===== src/rtl/nsapr_pkg.sv =====
// Package for the non-secure access permission register block
package nsapr_pkg;

	// ****************************************
	// Register selection and field layout
	// ****************************************
	localparam logic [2:0]  SEL_OPC1       = 3'h0;
	localparam logic [3:0]  SEL_PRIMARY    = 4'h1;
	localparam logic [3:0]  SEL_SECONDARY  = 4'h1;
	localparam logic [2:0]  SEL_OPC2       = 3'h2;
	localparam int          FLD_DMA        = 18;
	localparam int          FLD_TLB_LOCK   = 17;
	localparam int          FLD_CACHE_LOCK = 16;
	localparam int          COPROC_COUNT   = 14;
	localparam logic [31:0] WRITABLE_MASK  = 32'h0007_3fff;
	localparam logic [31:0] RESET_VALUE    = 32'h0000_0000;

	// Coprocessor transfer request from the core
	typedef struct packed {
		logic       valid;
		logic       write;
		logic       privileged;
		logic [2:0] opc1;
		logic [3:0] primaryRegField;
		logic [3:0] secondaryRegField;
		logic [2:0] opc2;
		logic [31:0] wdata;
	} nsapr_req_t;

	// Answer to the core
	typedef struct packed {
		logic        done;
		logic        undefinedExc;
		logic [31:0] rdata;
	} nsapr_rsp_t;

	// Decoded permissions to consumers
	typedef struct packed {
		logic        dmaNonsecure;
		logic        tlbLockShare;
		logic        cacheLockShare;
		logic [13:0] coprocNonsecurePermit;
	} nsapr_perm_t;

	// Whole state of the block
	typedef struct packed {
		logic [31:0] perm;
		nsapr_rsp_t  rsp;
	} nsapr_state_t;

endpackage


===== src/rtl/nsapr_reg.sv =====
// Non-secure access permission register with access checking
`timescale 1ns/1ps

module nsapr_reg
	import nsapr_pkg::*;
(
	input  wire logic        clock,
	input  wire logic        resetn,
	input  wire nsapr_req_t  req,
	input  wire logic        worldSelect,
	input  wire logic        tlbInvAll,
	input  wire logic        tlbEntryLocked,
	output nsapr_rsp_t       rsp,
	output nsapr_perm_t      perm,
	output logic             tlbInvHitAllowed
);

	// ****************************************
	// Decode helpers
	// ****************************************
	// Full address match of the transfer fields
	function automatic logic selects(input nsapr_req_t r);
		return r.opc1 == SEL_OPC1 && r.primaryRegField == SEL_PRIMARY &&
			r.secondaryRegField == SEL_SECONDARY && r.opc2 == SEL_OPC2;
	endfunction

	nsapr_state_t state_reg;
	nsapr_state_t state_next;
	logic         hit;
	logic         nonSecure;
	logic         secureWrite;
	// One flat vector of coprocessor grants, filled bit by bit below
	logic [COPROC_COUNT-1:0] coprocPermit;

	// A transfer that misses any selector field belongs to another register
	assign hit       = req.valid && selects(req);
	assign nonSecure = worldSelect;

	// ****************************************
	// Access classification
	// ****************************************
	// Only a Secure privileged write may alter the stored grants
	assign secureWrite = hit && req.privileged && req.write && !nonSecure;

	// ****************************************
	// Next state
	// ****************************************
	// Access is refused before any storing, so a refused write never leaks in
	always_comb begin
		state_next      = state_reg;
		state_next.rsp  = '0;
		if (hit) begin
			state_next.rsp.done = 1'b1;
			if (!req.privileged) begin
				state_next.rsp.undefinedExc = 1'b1;
			end else if (req.write) begin
				if (nonSecure) begin
					state_next.rsp.undefinedExc = 1'b1;
				end else begin
					state_next.perm = req.wdata & WRITABLE_MASK;
				end
			end else begin
				state_next.rsp.rdata = state_reg.perm & WRITABLE_MASK;
			end
		end
	end

	// Register the whole state
	always_ff @(posedge clock or negedge resetn) begin
		if (!resetn) begin
			state_reg.perm <= RESET_VALUE;
			state_reg.rsp  <= '0;
		end else begin
			state_reg <= state_next;
		end
	end

	// ****************************************
	// Outputs to consumers
	// ****************************************
	assign rsp                        = state_reg.rsp;
	assign perm.dmaNonsecure          = state_reg.perm[FLD_DMA];
	assign perm.tlbLockShare          = state_reg.perm[FLD_TLB_LOCK];
	assign perm.cacheLockShare        = state_reg.perm[FLD_CACHE_LOCK];
	assign perm.coprocNonsecurePermit = coprocPermit;
	// One grant line per coprocessor, so the bit number is the coprocessor number
	for (genvar n = 0; n < COPROC_COUNT; n++) begin : g_coproc
		assign coprocPermit[n] = state_reg.perm[n];
	end
	// Invalidate-all must not remove locked entries
	assign tlbInvHitAllowed = !(tlbInvAll && tlbEntryLocked);

	// ****************************************
	// Assertions
	// ****************************************
	property p_user_undef;
		@(posedge clock) disable iff (!resetn)
		hit && !req.privileged |=> rsp.undefinedExc && rsp.done;
	endproperty
	a_user_undef: assert property (p_user_undef) else $error("User access not refused");

	property p_nonsec_wr;
		@(posedge clock) disable iff (!resetn)
		hit && req.privileged && req.write && worldSelect |=> rsp.undefinedExc && $stable(perm);
	endproperty
	a_nonsec_wr: assert property (p_nonsec_wr) else $error("Non-secure write not refused");

	property p_s_write;
		@(posedge clock) disable iff (!resetn)
		hit && req.privileged && req.write && !worldSelect
			|=> state_reg.perm == ($past(req.wdata) & WRITABLE_MASK) && !rsp.undefinedExc;
	endproperty
	a_s_write: assert property (p_s_write) else $error("Secure write not stored");

	property p_read_data;
		@(posedge clock) disable iff (!resetn)
		hit && req.privileged && !req.write |=> rsp.rdata == state_reg.perm && !rsp.undefinedExc;
	endproperty
	a_read_data: assert property (p_read_data) else $error("Read data wrong");

	property p_reserved_zero;
		@(posedge clock) disable iff (!resetn)
		(state_reg.perm & ~WRITABLE_MASK) == 32'h0 && (rsp.rdata & ~WRITABLE_MASK) == 32'h0;
	endproperty
	a_reserved_zero: assert property (p_reserved_zero) else $error("Reserved bit set");

	property p_no_hit_quiet;
		@(posedge clock) disable iff (!resetn)
		!hit |=> !rsp.done && $stable(state_reg.perm);
	endproperty
	a_no_hit_quiet: assert property (p_no_hit_quiet) else $error("Unselected access acted");

	property p_fields;
		@(posedge clock) disable iff (!resetn)
		perm.dmaNonsecure == state_reg.perm[18] && perm.tlbLockShare == state_reg.perm[17]
			&& perm.cacheLockShare == state_reg.perm[16];
	endproperty
	a_fields: assert property (p_fields) else $error("Field output wrong");

	property p_inv_all;
		@(posedge clock) disable iff (!resetn)
		tlbInvAll && tlbEntryLocked |-> !tlbInvHitAllowed;
	endproperty
	a_inv_all: assert property (p_inv_all) else $error("Invalidate-all hit locked entry");

	property p_reset_zero;
		@(posedge clock) $rose(resetn) |-> state_reg.perm == 32'h0;
	endproperty
	a_reset_zero: assert property (p_reset_zero) else $error("Reset value not zero");

	// Every selected transfer is answered on the next edge
	property p_hit_answered;
		@(posedge clock) disable iff (!resetn)
		hit |=> rsp.done;
	endproperty
	a_hit_answered: assert property (p_hit_answered) else $error("Selected access unanswered");

	// No exception and no data may show without an answer
	property p_idle_rsp;
		@(posedge clock) disable iff (!resetn)
		!rsp.done |-> !rsp.undefinedExc && rsp.rdata == 32'h0;
	endproperty
	a_idle_rsp: assert property (p_idle_rsp) else $error("Answer field without done");

	// An exception always comes as an answer, never on its own
	property p_undef_done;
		@(posedge clock) disable iff (!resetn)
		rsp.undefinedExc |-> rsp.done;
	endproperty
	a_undef_done: assert property (p_undef_done) else $error("Lone exception");

	// User mode gets neither the contents nor a change of them
	property p_user_keep;
		@(posedge clock) disable iff (!resetn)
		hit && !req.privileged |=> $stable(state_reg.perm) && rsp.rdata == 32'h0;
	endproperty
	a_user_keep: assert property (p_user_keep) else $error("User access leaked");

	// A write answers with no read data
	property p_write_nodata;
		@(posedge clock) disable iff (!resetn)
		hit && req.write |=> rsp.rdata == 32'h0;
	endproperty
	a_write_nodata: assert property (p_write_nodata) else $error("Write returned data");

	// The grants change only after an accepted Secure privileged write
	property p_sec_only;
		@(posedge clock) disable iff (!resetn)
		$changed(state_reg.perm) |-> $past(secureWrite);
	endproperty
	a_sec_only: assert property (p_sec_only) else $error("Grants changed unasked");

	// Coprocessor n is granted by bit n and by nothing else
	property p_coproc_field;
		@(posedge clock) disable iff (!resetn)
		perm.coprocNonsecurePermit == state_reg.perm[13:0];
	endproperty
	a_coproc_field: assert property (p_coproc_field) else $error("Coprocessor grant wrong");

	// Single-entry and identifier invalidates, and any unlocked entry, may always be hit
	property p_other_inv;
		@(posedge clock) disable iff (!resetn)
		!(tlbInvAll && tlbEntryLocked) |-> tlbInvHitAllowed;
	endproperty
	a_other_inv: assert property (p_other_inv) else $error("Invalidate wrongly blocked");

	// Main scenarios that the tests are expected to reach
	c_s_write:      cover property (@(posedge clock) hit && req.write && req.privileged && !worldSelect);
	c_nonsec_read:  cover property (@(posedge clock) hit && !req.write && req.privileged && worldSelect);
	c_nonsec_write: cover property (@(posedge clock) hit && req.write && req.privileged && worldSelect);
	c_user:         cover property (@(posedge clock) hit && !req.privileged);
	c_inv_filter:   cover property (@(posedge clock) tlbInvAll && tlbEntryLocked);

endmodule // nsapr_reg


===== config.mk =====
export PLATFORM = sky130hd
export DESIGN_NAME = nsapr_reg
export DESIGN_NICKNAME = d
export VERILOG_FILES = /design/src/rtl/nsapr_pkg.sv /design/src/rtl/nsapr_reg.sv
export SDC_FILE = /design/constraint.sdc
export NUM_CORES = 1
export LEC_CHECK = 0
export CORE_AREA = 2 2 62 64
export CTS_CLUSTER_DIAMETER = 50
export DETAILED_ROUTE_END_ITERATION = 8
export DIE_AREA = 0 0 64 66
export DONT_BUFFER_PORTS = 1
export GPL_TIMING_DRIVEN = 0
export HOLD_SLACK_MARGIN = 0.06
export REMOVE_ABC_BUFFERS = 1
export SLEW_MARGIN = 5
export SYNTH_ARGS = -nofsm -noshare
export SYNTH_HDL_FRONTEND = slang
export SYNTH_SLANG_ARGS = --single-unit

===== constraint.sdc =====
create_clock -name clock -period 1.11 [get_ports clock]
set_clock_uncertainty 0.15 [all_clocks]
set_input_delay 0 -clock clock [delete_from_list [all_inputs] [get_ports clock]]
set_output_delay 0 -clock clock [all_outputs]
set_load 0.02 [all_outputs]

==> results.cfg <==
[timing]
period_needed_ns = 1.175
holdWs_ns = -0.2717
slew_violations = 0
fin_crit_sh = 1.059
finalSetupViolCount = 34
hold_viol = 19
max_clock_freq_mhz = 850.9
setup_ws_ns = -0.06520
rsz0062_at_grt = yes

[floorplanning]
die_y_um = 66
design.core.area_mm2 = 0.003551
fp-row-count = 22
io_pins = 106
start_util = 0.4285
die_w_um = 64
dieArea_mm2 = 0.004224

[critical_path]
critical_path_class = in2reg
worstPathArrival_ns = 1.24
startpoint_type = input port
worst_r2r_path_depth = 1
cp_data_required_time_ns = 1.18
reg2reg_to = perm[5]
r2r_start = perm[5]
r2r_slack_ns = 0.06
cp-end-kind = register
critical_path.max_fanout = 7

[power_and_ir_drop]
leakagePower_nw = 0.9737
p_per_area_mw_per_mm2 = 1111
vdd_ir_drop_max_mv = 0.7443
p_total_mw = 2.213

[synth]
synth_commonest_cells = dfrtp_1, and2_1, buf_4
synthXorXnorAreaFrac = 0
synth-compound-area-share = 0.004934
async_reset_ff_frac = 1.000
ys_seq_area_frac = 0.5921
synth_area_leaders = dfrtp_1, mux2_4, buf_4
synth_most_common_cell = dfrtp_1
synth_simple_gate_area_frac = 0.1661
synthAdderAreaFrac = 0
synth_area_per_cell_um2 = 14.63
netlist_area_mm2 = 0.001521
yosys_warnings = 0
synthMuxAreaShare = 0.1505
synth-main-ff-cell = dfrtp_1
synth_top_area_share = 0.5921
synth-edff-count = 0
synth_top_area_cell = dfrtp_1
synth-seq-cells = 36
synth_cell_types = 21
synth_top_family_by_area = simple AND/OR/NAND/NOR gates
netlist_instances = 104

[place]
hpwlAfterDp_mm = 1.871
gp_congestion = 0.6023
port_buffers = 0

[route]
drt-total-wl_mm = 3.175
ant_nets = 0
vias_per_cell = 4.702
drtIter0Drc = 55
avgRoutedWirePerCell_um = 16.62
firstDrtPassIters = 3
num_vias = 898
drc_errors = 0

[clocking]
path_clk_slew_ns = 0.10
h-tree-depth = 2
ctsRootBufferMaster = clkbuf_4
cts_sinks = 36
cts_tree = yes
numCtsBuffers = 5
clockBufferDepth = 2
worstSkewPairLatency_ns = 0.33

[worst_hold_path]
whs_path_depth = 2
hold_end = rsp[33]
min_path_type = in2reg
min_from = req[40]

[global_routing]
track_usage = 0.1424
grt_pass1_wl_mm = 4.436
grt_pass1_vias = 896
overflow = 0
antenna_found_initial = 0
grt_max_degree = 37

[job]
maxCapViolCount = 0

[layout]
drive_above_1_share = 0.2867
final_nets = 196
num_antenna_cells = 0
area_delta_synth_final_pct = 30.92

[run_status]
failed_checks = hold timing, setup timing
status = finished, violations left
worst max-delay path: stages:
cell,delay [ns]
nor3_4,0.15
nand4b_1,0.15
nor4_4,0.29
buf_4,0.19
buf_8,0.15
mux2_4,0.31
cell type report:
cell class | instances | area [µm²]
clock inverter | 1 | 7.507
sequential | 36 | 900.9
fill | 281 | 1559
multi-input combinational | 65 | 594.3
timing repair buffer | 34 | 374.1
clock buffer | 7 | 55.05
tap | 48 | 60.06
power breakdown:
part | internal [mW] | switching, mW | leakage, nW | total (mW)
logic | 0.0842 | 0.0990 | 0.439 | 0.183
clock network | 0.310 | 0.409 | 0.0315 | 0.719
registers | 1.31 | 0.000257 | 0.503 | 1.31
total | 1.70 | 0.508 | 0.974 | 2.21
registers in the layout (all words and copies together) (netlist names):
name  cells
perm     17
rsp      19
cell families (layout without fill, tap and decap cells):
| group | Yosys count | in the layout |
|---|---|---|
| AO/OA/AOI/OAI | 1 | 1 |
| multiplexers | 17 | 17 |
| other | 1 | 15 |
| flip-flops | 36 | 36 |
| AND/OR/NAND/NOR | 32 | 32 |
| buffers and inverters | 17 | 42 |
metrics by stage:
step,cells,TNS (ns),worst slack (ns),area (µm²),utilization
6_report,191,-1.265,-0.06520,1992,0.5610
3_3_place_gp,149,-30.78,-1.255,1506,0.4242
4_1_cts,185,-0.5791,-0.04401,1883,0.5303
2_1_floorplan,101,-19.87,-0.9043,1446,-
5_1_grt,191,-2.237,-0.1155,1992,0.5610
3_5_place_dp,150,-25.17,-0.9434,1521,0.4285
worst max path at each step:
stage | from | end | slack, ns | depth (start not counted)
6_report | req[42] | perm[0] | -0.07 | 6
2_1_floorplan | req[41] | perm[0] | -0.90 | 4
4_1_cts | req[42] | perm[5] | -0.04 | 5
3_3_place_gp | req[41] | perm[1] | -1.25 | 4
5_1_grt | req[42] | perm[0] | -0.12 | 6
3_5_place_dp | req[41] | perm[5] | -0.94 | 5
cell usage in the layout, fill, tap and decap left out:
cell,synthesis,final
dfrtp_1,36,36
nand2_1,2,2
nand4b_1,1,1
clkbuf_8,0,1
conb_1,1,15
dlygate4sd3_1,0,24
nor4_1,1,1
nor4b_4,1,1
a21boi_0,1,1
buf_6,1,1
buf_8,0,2
dlymetal6s4s_1,0,2
nor4_4,2,2
nor2_1,1,1
nor3_4,0,1
or4b_4,0,1
buf_12,0,1
clkbuf_1,1,1
clkbuf_4,0,5
buf_4,15,3
clkinvlp_4,0,1
nand2_2,1,1
nand3_2,0,1
nand2b_1,2,2
nor4b_2,1,1
clkbuf_16,0,1
and2_4,0,1
mux2_4,10,17
and2_1,17,16
repair_timing:
action                     CTS  global route
buffers inserted             3             1
hold buffers                24             3
setup endpoints to repair   34            35
gates resized for setup      6            12
cloned                       0             2
hold endpoints to repair    73            20
pin swaps                    2             5
metal layers:
metal	share of wire	track usage	routed length (µm)	up-vias
li1	-	-	-	394
met1	0.39	0.1586	1223	434
met2	0.51	0.2383	1615	62
met3	0.081	0.04770	257	8
met4	0.025	0.08152	79	0
met5	0	0	0	-
Note: power is estimated with default switching activity, not from simulation.
